--- src/hw/swpm_regs.vh ---
// Register offsets, field positions, reset values and timing for switch port
`ifndef SWPM_REGS_VH
`define SWPM_REGS_VH
`define SWPM_NSW 8
`define SWPM_NIO 8
`define SWPM_ADDR_W 4
// Register offsets
`define SWPM_OFF_PU 4'h0
`define SWPM_OFF_PD 4'h1
`define SWPM_OFF_ROW 4'h2
`define SWPM_OFF_CFG 4'h3
`define SWPM_OFF_IOEN 4'h4
`define SWPM_OFF_IOIRQ 4'h5
`define SWPM_OFF_EDGE 4'h6
`define SWPM_OFF_ADC 4'h7
`define SWPM_OFF_PWM 4'h8
`define SWPM_OFF_ODOUT 4'h9
`define SWPM_OFF_SWIN 4'ha
`define SWPM_OFF_IOIN 4'hb
`define SWPM_OFF_STAT 4'hc
`define SWPM_OFF_CLR 4'hd
`define SWPM_OFF_IEN 4'he
`define SWPM_OFF_SLEEP 4'hf
// Central source config fields
`define SWPM_CFG_PU_RED 1
`define SWPM_CFG_PD_RED 2
// Status fields
`define SWPM_ST_LWAKE 0
`define SWPM_ST_WERR 1
`define SWPM_ST_IOIRQ 2
// Edge register: low nibble rising enables, high falling, per io pair
`define SWPM_RST_BYTE 8'h00
// Timing, in core cycles
`define SWPM_SLEEP_CNT 16'd1000
`define SWPM_FILT_CNT 16'd20
`endif

--- src/hw/swpm_sync.v ---
// Three-stage synchroniser with agreement check for pin inputs
`timescale 1ns/1ps
module swpm_sync #(
  parameter W = 8
) (
  input wire core_clk_i,
  input wire reset_n_i,
  input wire [W-1:0] async_i,
  output reg [W-1:0] sync_o
);
  reg [W-1:0] s1_reg; // First stage, read only by second
  reg [W-1:0] s2_reg; // Second stage
  reg [W-1:0] s3_reg; // Third stage

  // Change is accepted once stage two and three agree
  always @(posedge core_clk_i or negedge reset_n_i) begin
    if (!reset_n_i) begin
      s1_reg <= {W{1'b0}};
      s2_reg <= {W{1'b0}};
      s3_reg <= {W{1'b0}};
      sync_o <= {W{1'b0}};
    end else begin
      s1_reg <= async_i;
      s2_reg <= s1_reg;
      s3_reg <= s2_reg;
      // Hold the old value while the stages disagree, else take stage two
      sync_o <= (sync_o & (s2_reg ^ s3_reg)) |
        (s2_reg & ~(s2_reg ^ s3_reg));
    end
  end
endmodule

--- src/hw/swpm_top.v ---
// Switch and IO port mode control with sleep wake-up detection
//
// Notes on behaviour
// - Three path bits select switch pin mode.
// - Latch path switches on sleep command rise.
// - Sleep counter blocks wake-ups until expiry.
// - Mismatch at expiry wakes, sets error flag.
// - Filtered switch change sets local wake flag.
// - Sleep modes: open, pull-up, pull-down, row.
// - Any IO selectable as converter channel.
// - IO interrupt on rising, falling or both.
// - PWM routed to IO only when open-drain is off.
//
// The register offsets and strobed register access were left to the implementer.
`timescale 1ns/1ps
`include "swpm_regs.vh"
module swpm_top #(
  parameter [15:0] SLEEP_CYCLES = `SWPM_SLEEP_CNT,
  parameter [15:0] FILTER_CYCLES = `SWPM_FILT_CNT
) (
  input wire core_clk_i,
  input wire reset_n_i,
  input wire [3:0] addr_i,
  input wire [7:0] wdata_i,
  input wire wr_i,
  input wire rd_i,
  output reg [7:0] rdata_o,
  input wire [7:0] pullup_comparator_result_i,
  input wire [7:0] pulldown_comparator_result_i,
  input wire [7:0] io_pin_i,
  input wire [7:0] pwm_i,
  output reg [7:0] pullup_path_switch_o,
  output reg [7:0] pulldown_path_switch_o,
  output reg [7:0] row_path_switch_o,
  output reg pullup_reduce_diag_o,
  output reg pulldown_reduce_diag_o,
  output reg [7:0] io_od_drive_o,
  output reg [7:0] converter_select_o,
  output reg sleep_active_o,
  output reg wake_o,
  output reg irq_o
);
  // Software registers
  reg [7:0] pin_pullup_connect_reg; // Pull-up path enables
  reg [7:0] pin_pulldown_connect_reg; // Pull-down path enables
  reg [7:0] pin_row_connect_reg; // Row path enables
  reg [1:0] central_source_config_reg; // Reduce bits
  reg [7:0] io_en_reg; // IO digital/open-drain enable
  reg [7:0] io_irq_reg; // IO interrupt input select
  reg [7:0] edge_reg; // [3:0] rising, [7:4] falling, io pairs
  reg [7:0] converter_control_reg; // Converter channel select, one bit per IO, any mix
  reg [7:0] pwm_sel_reg; // PWM routing
  reg [7:0] od_out_reg; // Open-drain output data
  reg [7:0] status_reg; // Sticky events
  reg [7:0] irq_en_reg; // Interrupt enables
  reg sleep_cmd_reg; // Sleep entry command bit
  reg sleep_cmd_d_reg; // Delayed command for edge
  // Sleep state machine: ACTIVE follows software, SETTLE counts down
  // the sleep counter with wake-ups masked, WATCH filters changes.
  // A wake of either kind clears the command bit, so software must
  // write it again to go back to sleep.
  localparam [2:0] ST_ACTIVE = 3'b001;
  localparam [2:0] ST_SETTLE = 3'b010;
  localparam [2:0] ST_WATCH = 3'b100;
  reg [2:0] state_reg;
  reg [15:0] cnt_reg; // Sleep counter
  reg [15:0] filt_reg; // Wake filter counter
  reg [7:0] ref_pu_reg; // Latched path switches
  reg [7:0] ref_pd_reg;
  reg [7:0] ref_row_reg;
  reg [7:0] ref_in_reg; // Latched switch inputs
  reg [7:0] io_prev_reg; // Previous IO levels for edges
  wire [7:0] pu_s; // Synchronised comparator results
  wire [7:0] pd_s;
  wire [7:0] io_s;
  wire [7:0] switch_digital_input;
  wire [7:0] io_rise;
  wire [7:0] io_fall;
  wire io_event;
  wire sleep_rise;
  wire sw_change;
  wire werr_set; // Mismatch seen as the sleep count runs out
  wire lwake_set; // Change outlasted the wake filter
  wire [2:0] ev_set; // Events this cycle, in status bit order

  // Comparator results and IO levels come from the analog side and
  // other supplies, so each passes its own three-flop synchroniser.
  // The cost is four cycles of latency on every pin reading, which
  // the wake filter and the sleep counter both absorb.
  swpm_sync #(.W(8)) u_sync_pu (
    .core_clk_i(core_clk_i),
    .reset_n_i(reset_n_i),
    .async_i(pullup_comparator_result_i),
    .sync_o(pu_s)
  );
  swpm_sync #(.W(8)) u_sync_pd (
    .core_clk_i(core_clk_i),
    .reset_n_i(reset_n_i),
    .async_i(pulldown_comparator_result_i),
    .sync_o(pd_s)
  );
  swpm_sync #(.W(8)) u_sync_io (
    .core_clk_i(core_clk_i),
    .reset_n_i(reset_n_i),
    .async_i(io_pin_i),
    .sync_o(io_s)
  );

  // Edge mask expander: bit pair per nibble bit covers two IO pins
  function [7:0] swpm_pairs;
    input [3:0] n;
    begin
      swpm_pairs = {n[3], n[3], n[2], n[2], n[1], n[1], n[0], n[0]};
    end
  endfunction

  // Select comparator from active path: row reads pull-up side
  assign switch_digital_input =
    (pin_pulldown_connect_reg & pd_s) | (~pin_pulldown_connect_reg & pu_s);
  // IO edge detection on interrupt-enabled pins
  assign io_rise = io_s & ~io_prev_reg & io_en_reg & io_irq_reg;
  assign io_fall = ~io_s & io_prev_reg & io_en_reg & io_irq_reg;
  assign io_event = |((io_rise & swpm_pairs(edge_reg[3:0])) |
    (io_fall & swpm_pairs(edge_reg[7:4])));
  assign sleep_rise = sleep_cmd_reg & ~sleep_cmd_d_reg;
  // Only switches with a wake path take part; open pins never wake
  assign sw_change = |((switch_digital_input ^ ref_in_reg) &
    (ref_pu_reg | ref_pd_reg | ref_row_reg));

  // Event strobes are decoded from the current state so that the
  // status update below sees them in the same cycle as the transition
  assign werr_set = (state_reg == ST_SETTLE) &&
    (cnt_reg <= 16'h0001) && sw_change;
  assign lwake_set = (state_reg == ST_WATCH) && sw_change &&
    (filt_reg >= FILTER_CYCLES);
  assign ev_set = {io_event, werr_set, lwake_set};

  // Register writes and sleep sequencing
  // One process owns every software and sleep register so that a hardware clear of the
  // sleep command takes priority over a software write in one cycle.
  always @(posedge core_clk_i or negedge reset_n_i) begin
    if (!reset_n_i) begin
      pin_pullup_connect_reg <= `SWPM_RST_BYTE;
      pin_pulldown_connect_reg <= `SWPM_RST_BYTE;
      pin_row_connect_reg <= `SWPM_RST_BYTE;
      central_source_config_reg <= 2'h0;
      io_en_reg <= `SWPM_RST_BYTE;
      io_irq_reg <= `SWPM_RST_BYTE;
      edge_reg <= `SWPM_RST_BYTE;
      converter_control_reg <= `SWPM_RST_BYTE;
      pwm_sel_reg <= `SWPM_RST_BYTE;
      od_out_reg <= `SWPM_RST_BYTE;
      irq_en_reg <= `SWPM_RST_BYTE;
      status_reg <= `SWPM_RST_BYTE;
      sleep_cmd_reg <= 1'b0;
      sleep_cmd_d_reg <= 1'b0;
      state_reg <= ST_ACTIVE;
      cnt_reg <= 16'h0000;
      filt_reg <= 16'h0000;
      ref_pu_reg <= 8'h00;
      ref_pd_reg <= 8'h00;
      ref_row_reg <= 8'h00;
      ref_in_reg <= 8'h00;
      io_prev_reg <= 8'h00;
    end else begin
      sleep_cmd_d_reg <= sleep_cmd_reg;
      io_prev_reg <= io_s;
      if (wr_i) begin
        case (addr_i)
          `SWPM_OFF_PU: pin_pullup_connect_reg <= wdata_i;
          `SWPM_OFF_PD: pin_pulldown_connect_reg <= wdata_i;
          `SWPM_OFF_ROW: pin_row_connect_reg <= wdata_i;
          `SWPM_OFF_CFG: begin
            central_source_config_reg <= {wdata_i[`SWPM_CFG_PD_RED],
              wdata_i[`SWPM_CFG_PU_RED]};
          end
          `SWPM_OFF_IOEN: io_en_reg <= wdata_i;
          `SWPM_OFF_IOIRQ: io_irq_reg <= wdata_i;
          `SWPM_OFF_EDGE: edge_reg <= wdata_i;
          `SWPM_OFF_ADC: converter_control_reg <= wdata_i;
          `SWPM_OFF_PWM: pwm_sel_reg <= wdata_i;
          `SWPM_OFF_ODOUT: od_out_reg <= wdata_i;
          `SWPM_OFF_IEN: irq_en_reg <= wdata_i;
          `SWPM_OFF_SLEEP: sleep_cmd_reg <= wdata_i[0];
          default: begin
          end
        endcase
      end
      // Sleep sequencing
      case (state_reg)
        ST_ACTIVE: begin
          // Paths and inputs are frozen here as the wake reference
          if (sleep_rise) begin
            ref_pu_reg <= pin_pullup_connect_reg;
            ref_pd_reg <= pin_pulldown_connect_reg;
            ref_row_reg <= pin_row_connect_reg;
            ref_in_reg <= switch_digital_input;
            cnt_reg <= SLEEP_CYCLES;
            state_reg <= ST_SETTLE;
          end
        end
        ST_SETTLE: begin
          // Wake conditions are ignored while counting down
          if (cnt_reg > 16'h0001) begin
            cnt_reg <= cnt_reg - 16'h0001;
          end else if (sw_change) begin
            sleep_cmd_reg <= 1'b0;
            state_reg <= ST_ACTIVE;
          end else begin
            filt_reg <= 16'h0000;
            state_reg <= ST_WATCH;
          end
        end
        ST_WATCH: begin
          // Change must persist past the filter time
          if (!sw_change) begin
            filt_reg <= 16'h0000;
          end else if (filt_reg >= FILTER_CYCLES) begin
            sleep_cmd_reg <= 1'b0;
            state_reg <= ST_ACTIVE;
          end else begin
            filt_reg <= filt_reg + 16'h0001;
          end
        end
        default: state_reg <= ST_ACTIVE;
      endcase
      // Set wins over a clear in the same cycle,
      // so an event never slips past a software clear of the same bit
      if (wr_i && addr_i == `SWPM_OFF_CLR) begin
        status_reg <= (status_reg & ~wdata_i) | {5'h00, ev_set};
      end else begin
        status_reg <= status_reg | {5'h00, ev_set};
      end
    end
  end

  // Every output is a flop, so software writes show at the pins two
  // cycles after the strobe: one for the register, one for the flop.
  // Outputs and read data, all registered
  always @(posedge core_clk_i or negedge reset_n_i) begin
    if (!reset_n_i) begin
      rdata_o <= 8'h00;
      pullup_path_switch_o <= 8'h00;
      pulldown_path_switch_o <= 8'h00;
      row_path_switch_o <= 8'h00;
      pullup_reduce_diag_o <= 1'b0;
      pulldown_reduce_diag_o <= 1'b0;
      io_od_drive_o <= 8'h00;
      converter_select_o <= 8'h00;
      sleep_active_o <= 1'b0;
      wake_o <= 1'b0;
      irq_o <= 1'b0;
    end else begin
      // Sleep holds latched paths so software cannot disturb them
      if (state_reg != ST_ACTIVE) begin
        pullup_path_switch_o <= ref_pu_reg;
        pulldown_path_switch_o <= ref_pd_reg;
        row_path_switch_o <= ref_row_reg;
      end else begin
        pullup_path_switch_o <= pin_pullup_connect_reg;
        pulldown_path_switch_o <= pin_pulldown_connect_reg;
        row_path_switch_o <= pin_row_connect_reg;
      end
      // Only one reduce bit at a time forms a diagnosis mode
      pullup_reduce_diag_o <= central_source_config_reg[0] &
        ~central_source_config_reg[1];
      pulldown_reduce_diag_o <= central_source_config_reg[1] &
        ~central_source_config_reg[0];
      // Pin driven low when open-drain selected and its output data bit is 0; PWM and open-drain both gated by row path
      io_od_drive_o <= (pwm_sel_reg & pin_row_connect_reg & ~io_en_reg &
        ~pwm_i) |
        (~pwm_sel_reg & pin_row_connect_reg & io_en_reg & ~od_out_reg);
      converter_select_o <= converter_control_reg;
      sleep_active_o <= (state_reg != ST_ACTIVE);
      wake_o <= |(status_reg[1:0]);
      irq_o <= |(status_reg & irq_en_reg);
      rdata_o <= 8'h00;
      if (rd_i) begin
        case (addr_i)
          `SWPM_OFF_PU: rdata_o <= pin_pullup_connect_reg;
          `SWPM_OFF_PD: rdata_o <= pin_pulldown_connect_reg;
          `SWPM_OFF_ROW: rdata_o <= pin_row_connect_reg;
          `SWPM_OFF_CFG: rdata_o <= {5'h00, central_source_config_reg, 1'b0};
          `SWPM_OFF_IOEN: rdata_o <= io_en_reg;
          `SWPM_OFF_IOIRQ: rdata_o <= io_irq_reg;
          `SWPM_OFF_EDGE: rdata_o <= edge_reg;
          `SWPM_OFF_ADC: rdata_o <= converter_control_reg;
          `SWPM_OFF_PWM: rdata_o <= pwm_sel_reg;
          `SWPM_OFF_ODOUT: rdata_o <= od_out_reg;
          `SWPM_OFF_SWIN: rdata_o <= switch_digital_input;
          `SWPM_OFF_IOIN: rdata_o <= io_s;
          `SWPM_OFF_STAT: rdata_o <= status_reg;
          `SWPM_OFF_IEN: rdata_o <= irq_en_reg;
          `SWPM_OFF_SLEEP: rdata_o <= {7'h00, sleep_cmd_reg};
          default: rdata_o <= 8'h00;
        endcase
      end
    end
  end
endmodule

--- config.mk ---
export PLATFORM = sky130hd
export DESIGN_NAME = swpm_top
export DESIGN_NICKNAME = d
export VERILOG_FILES = /design/src/hw/swpm_sync.v /design/src/hw/swpm_top.v
export VERILOG_INCLUDE_DIRS = /design/src /design/src/hw
export SDC_FILE = /design/constraint.sdc
export NUM_CORES = 1
export LEC_CHECK = 0
export ABC_AREA = 1
export BUFFER_PORTS_ARGS = -buffer_cell sky130_fd_sc_hd__clkbuf_2
export CORE_ASPECT_RATIO = 1.4
export CORE_MARGIN = 5
export CORE_UTILIZATION = 47
export CTS_BUF_LIST = sky130_fd_sc_hd__clkbuf_8
export DETAILED_ROUTE_END_ITERATION = 7
export PLACE_DENSITY = 0.64
export SLEW_MARGIN = 20
export SYNTH_ARGS = -nofsm -noshare
export SYNTH_HDL_FRONTEND = slang
export SYNTH_HIERARCHICAL = 1
export SYNTH_SLANG_ARGS = --single-unit
--- constraint.sdc ---
create_clock -name core_clk_i -period 3.24 [get_ports core_clk_i]
set_input_delay 0.162 -clock core_clk_i [delete_from_list [all_inputs] [get_ports core_clk_i]]
set_output_delay 0.162 -clock core_clk_i [all_outputs]
set_load 0.005 [all_outputs]
==> results.json, run 1 <==
{
  "synthCells": 1331,
  "ys_ff_latch": 316,
  "drc": 0,
  "die_y_um": 203,
  "swShare_pct": 33.1,
  "cap_violations": 0,
  "routed_wl_um": 32600,
  "gp_congestion": 0.929,
  "antenna_left": 0,
  "grt_max_degree": 91,
  "rsz0062_at_grt": "false",
  "synth_area_um2": 12500,
  "hold_viol": 0,
  "peakVddDrop_v": 0.000346,
  "p_leak_nw": 7.27,
  "setup_violations": 0,
  "layout-drive-gt1-share_pct": 13.3,
  "root_buffer": "clkbuf_8",
  "mostFrequentLayoutCells": "nand2_1, dfrtp_1, o21ai_0, inv_1, clkbuf_2",
  "dieArea_um2": 30000,
  "grt_use_total_pct": 22.2,
  "fin_crit_ns": 2.28,
  "cts.clk_slew.worst_paths_ns": 0.06,
  "final_max_slew_viol_count": 0,
  "seqCellArea_um2": 7910,
  "cts_setup_buffers": 0,
  "grt-ovfl-total": 0,
  "ys_seq_area_share_pct": 63.4,
  "status": "finished, final reports clean",
  "cp.required_ns": 3.67,
  "cts_resized": 0,
  "clock_sinks": 316,
  "area_growth_pct": 18.4,
  "yosys_warnings": 6,
  "start_util_pct": 47.6,
  "startpoint_type": "register",
  "pwr-share-comb_pct": 21.2,
  "power_frac_seq_pct": 48.1,
  "vias": 9700,
  "critPathKind": "register to register",
  "portBuffers": 100,
  "routedWlPerCell_um": 17.5,
  "fin_crit_sh_pct": 70.4,
  "syn_avg_cell_area_um2": 9.37,
  "dr.pass1.iters": 5,
  "drt_iter0_drc": 746,
  "worst_slew_pin_slew_ns": 0.886,
  "synth_fp_nets": 1383,
  "final_util_pct": 56.4,
  "io_pins": 101,
  "internal_power_mw": 7.27,
  "clk_latency_ns": 0.57,
  "fin_setup_tns_ns": 0,
  "nFillCells": 2310,
  "path_max_fanout": 22,
  "grt_pass1_wl_um": 52300,
  "cts.htree.levels": 2,
  "power_switching_mw": 3.59,
  "max_freq_mhz": 439,
  "synth.distinct_cells": 42,
  "multi_input_area_um2": 3800,
  "fp.dieW_um": 148,
  "antenna_found_initial": 0,
  "diodes": 0,
  "dp_hpwl_um": 23100,
  "grt_pass1_vias": 9676,
  "tritoncts": "yes",
  "arrival_ns": 2.71,
  "rows": 70,
  "via_per_inst": 5.21,
  "max_slew_margin_pct": 40.7,
  "coreArea_um2": 26200,
  "mostFrequentLayoutCell": "nand2_1",
  "cts_made_buffers": 48,
  "fin_worst_skew_ns": 0.0124,
  "p_clk_share_pct": 30.7,
  "final_nets": 1553,
  "hold_ws_ns": 0.108,
  "holdCritPathClass": "input port to register",
  "worstSetupEndpointType": "register",
  "clockBufferDepth": 3,
  "power.density_nw_per_um2": 736
}
-- kinds of logic after synthesis --
kind of cell / Yosys count / synth area share, %
and+or+nand+nor: 520 / 17.2
buffers and inverters: 200 / 6.13
DFF: 316 / 63.4
AOI/OAI and AO/OA: 282 / 12.3
adders and majority gates: 4 / 0.401
xor gates and xnor gates: 9 / 0.632
-- critical path: stages, from the launching register on --
cell and delay (ns):
dfrtp_1 0.40, inv_1 0.07, ha_1 0.24, nor2_1 0.13, nor3_1 0.06, nand4_1 0.13, nand2_2 0.13, nand2_1 0.53
nand2_1 0.18, o21ai_0 0.20, nand3_1 0.08
-- synth_stat cells, drive strengths merged --
library cell | number | area share (%)
a211oi | 1 | 0.060
a21oi | 55 | 2.2
a221oi | 4 | 0.28
a22oi | 1 | 0.060
a31oi | 2 | 0.10
a41oi | 1 | 0.070
buf | 6 | 0.29
clkbuf | 22 | 0.66
clkinv | 1 | 0.030
dfrtp | 315 | 63
dfstp | 1 | 0.21
ha | 4 | 0.40
inv | 171 | 5.1
nand2 | 333 | 10
nand3 | 57 | 2.5
nand3b | 3 | 0.18
nand4 | 11 | 0.55
nor2 | 101 | 3.1
nor3 | 13 | 0.70
nor4 | 1 | 0.050
o2111ai | 4 | 0.28
o211ai | 2 | 0.12
o21a | 1 | 0.060
o21ai | 183 | 7.3
o221ai | 4 | 0.28
o22ai | 16 | 0.80
o32ai | 1 | 0.070
o41ai | 7 | 0.49
or2 | 1 | 0.050
xnor2 | 1 | 0.070
xor2 | 8 | 0.56
-- power by group through the flow --
stage	combinational [mW]	clock (mW)	sequential [mW]
final	2.31	3.34	5.23
after global routing	2.62	3.64	5.31
after CTS	2.33	3.44	5.22
after detailed placement	2.28	0	5.28
after global placement	2.23	0	5.27
after floorplan	1.46	0	5.15
-- worst paths after layout --
check,from,end,slack [ns],depth (start not counted)
worst max-delay path,cnt_reg[0],cnt_reg[8],0.96,10
worst min-delay path,addr_i[2],central_source_config_reg[0],0.11,4
worst max register to register,cnt_reg[0],cnt_reg[8],0.96,10
worst min register to register,u_sync_io/s1_reg[4],u_sync_io/s2_reg[4],0.35,0
max in group asynchronous,reset_n_i,pulldown_reduce_diag_o,2.21,3
min in group asynchronous,reset_n_i,pwm_sel_reg[4],0.14,2
-- timing repair --
action | CTS | global route
endpoints found under the hold margin | 119 | 0
endpoints found under the setup margin | 0 | 0
hold buffers | 42 | 0
-- per-layer routing --
| layer | global-route usage (%) | vias to the layer above | part of all wire [%] |
|---|---|---|---|
| met4 | 10.2 | 0 | 4.6 |
| met3 | 3.64 | 85 | 5.3 |
| met5 | 0 | - | 0 |
| li1 | - | 4656 | - |
| met2 | 37.6 | 312 | 49 |
| met1 | 28.0 | 4647 | 41 |
-- per-stage QoR --
step	std cells	power, mW	setup slack, ns	cell area [um2]
after floorplan	1331	6.61	1.56	12500
after global placement	1733	7.50	0.988	13400
after detailed placement	1733	7.57	0.953	13400
after CTS	1863	11.0	0.937	14800
after global routing	1863	11.6	0.693	14800
final	1863	10.9	0.960	14800
-- final cells by class --
| cell class | count | area share (%) |
|---|---|---|
| Clock inverter | 29 | 1.22 |
| Tap cell | 324 | 2.74 |
| Sequential cell | 316 | 53.5 |
| Multi-Input combinational cell | 815 | 25.8 |
| Inverter | 172 | 4.37 |
| Clock buffer | 59 | 5.50 |
| Timing Repair Buffer | 148 | 6.86 |
No activity file was read; power rests on OpenSTA's default activity.
==> inputs of run 2 (changes only) <==
Settings changed: PLACE_DENSITY 0.64 to 0.67.
Clock period 3.24 ns to 1.98 ns, I/O delays scaled along.
==> results.json, run 2 (synthesized netlist as in run 1, its figures left out) <==
{
  "final_util_pct": 57.6,
  "die_y_um": 203,
  "dp_hpwl_um": 23700,
  "hold_viol": 0,
  "power.density_nw_per_um2": 1220,
  "routedWlPerCell_um": 17.4,
  "grt_use_total_pct": 22.7,
  "worstSetupEndpointType": "register",
  "fin_crit_sh_pct": 91.1,
  "internal_power_mw": 12.5,
  "grt_pass1_wl_um": 53000,
  "clock_sinks": 316,
  "routed_wl_um": 32900,
  "dr.pass1.iters": 7,
  "setup_slack_ns": 0.176,
  "drt_iter0_drc": 772,
  "drc": 0,
  "setup_violations": 0,
  "mostFrequentLayoutCell": "nand2_1",
  "worst_path_max_delay_cell": "dfrtp_1",
  "path_cells": "inv_1, ha_2, nor2_1, nor3_1, nand4_1, nand2_2, nand2_2, inv_2, nand3_4, inv_8, nor2_1",
  "status": "finished, final reports clean",
  "clk_latency_ns": 0.58,
  "mostFrequentLayoutCells": "nand2_1, dfrtp_1, o21ai_0, inv_1, clkbuf_2",
  "diodes": 0,
  "io_pins": 101,
  "cap_violations": 0,
  "dp.cells": 1756,
  "portBuffers": 100,
  "grt_max_degree": 62,
  "fin_cells": 1884,
  "cts_made_buffers": 48,
  "antenna_left": 0,
  "coreArea_um2": 26200,
  "root_buffer": "clkbuf_8",
  "clockBufferDepth": 3,
  "vias": 9724,
  "cp_top_family": "simple AND/OR/NAND/NOR gates",
  "cp.required_ns": 2.44,
  "dieArea_um2": 30000,
  "area_growth_pct": 20.9,
  "cp_slowest_stage_delay_ns": 0.41,
  "whs_path_depth": 4,
  "max_slew_margin_pct": 63.3,
  "holdCritPathClass": "input port to register",
  "arrival_ns": 2.26,
  "critPathKind": "register to register",
  "power_frac_seq_pct": 46.6,
  "fin_crit_ns": 1.80,
  "peakVddDrop_v": 0.000602,
  "tritoncts": "yes",
  "antenna_found_initial": 0,
  "crit_buf_inv": 3,
  "rows": 70,
  "max_freq_mhz": 554,
  "pwr-share-comb_pct": 21.3,
  "p_clk_share_pct": 32.1,
  "pre_cts_slack_ns": -0.00573,
  "cts.htree.levels": 2,
  "start_util_pct": 47.6,
  "total_power_mw": 18.4,
  "cp.depth": 11,
  "power_switching_mw": 5.90,
  "via_per_inst": 5.16,
  "p_leak_nw": 7.41,
  "swShare_pct": 32.1,
  "ff2ff_path_depth": 11,
  "worst_slew_pin_slew_ns": 0.549,
  "fin_worst_skew_ns": 0.0297,
  "fp.dieW_um": 148,
  "gp_congestion": 0.943,
  "grt-ovfl-total": 0,
  "final_nets": 1578,
  "path_max_fanout": 12,
  "startpoint_type": "register",
  "grt_pass1_vias": 9855,
  "hold_ws_ns": 0.0484,
  "final_max_slew_viol_count": 0,
  "cts.clk_slew.worst_paths_ns": 0.07,
  "layout-drive-gt1-share_pct": 15.1
}
-- run 2: cell count changes in the layout (fill, tap and decap cells not counted), sizes merged --
cell	delta
inv	-6
buf	+25
clkbuf	+2
clkinv	-3
bufinv	+3
-- run 2: area by class of cell --
class,count,area [um2]
clock buffer,61,840
timing repair buffer,173,1210
inverter,172,653
clock inverter,23,233
sequential,316,7910
multi-input combinational,815,3830
tap,324,405
fill,2319,11100
-- run 2: timing repair --
action	CTS	global route
pin swaps	0	2
endpoints found under the hold margin	361	0
hold buffers	42	0
setup endpoints to repair	8	30
setup buffers	0	2
resized for setup	2	7
-- run 2: path summary, 6_finish.rpt --
path,slack [ns],endpoint,from
max,0.18,filt_reg[6],cnt_reg[0]
max in group asynchronous,1.11,state_reg[0],reset_n_i
min,0.05,central_source_config_reg[1],addr_i[2]
max reg2reg,0.18,filt_reg[6],cnt_reg[0]
min in group asynchronous,0.09,u_sync_pu/s1_reg[3],reset_n_i
min reg2reg,0.33,u_sync_pu/s2_reg[7],u_sync_pu/s1_reg[7]
-- run 2: through the flow --
stage	area [um2]	setup TNS (ns)
after global routing	15100	-0.0174
after floorplan	12500	0
after detailed placement	13500	-0.00796
after CTS	15000	0
after global placement	13500	0
final	15100	0
-- run 2: per-layer routing --
layer	GRT usage (%)	routed length (um)	share of wire [%]
met1	28.9	13500	41
met2	38.4	16500	50
met3	3.71	1550	4.7
met4	9.59	1330	4.1
met5	0	0	0
-- run 2: worst min-delay path: cells and delay by family --
family / cells / cell delay [ns]
AND/OR/NAND/NOR: 2 / 0.27
buffers and inverters: 1 / 0.12
AO/OA/AOI/OAI: 1 / 0.09
-- run 2: power groups by stage --
stage | Clock [mW] | Sequential, mW | Combinational (mW)
4_1_cts | 6.04 | 8.55 | 3.90
5_1_grt | 6.36 | 8.71 | 4.45
3_3_place_gp | 0 | 8.61 | 3.73
3_5_place_dp | 0 | 8.66 | 3.79
6_report | 5.90 | 8.56 | 3.90
2_1_floorplan | 0 | 8.42 | 2.39
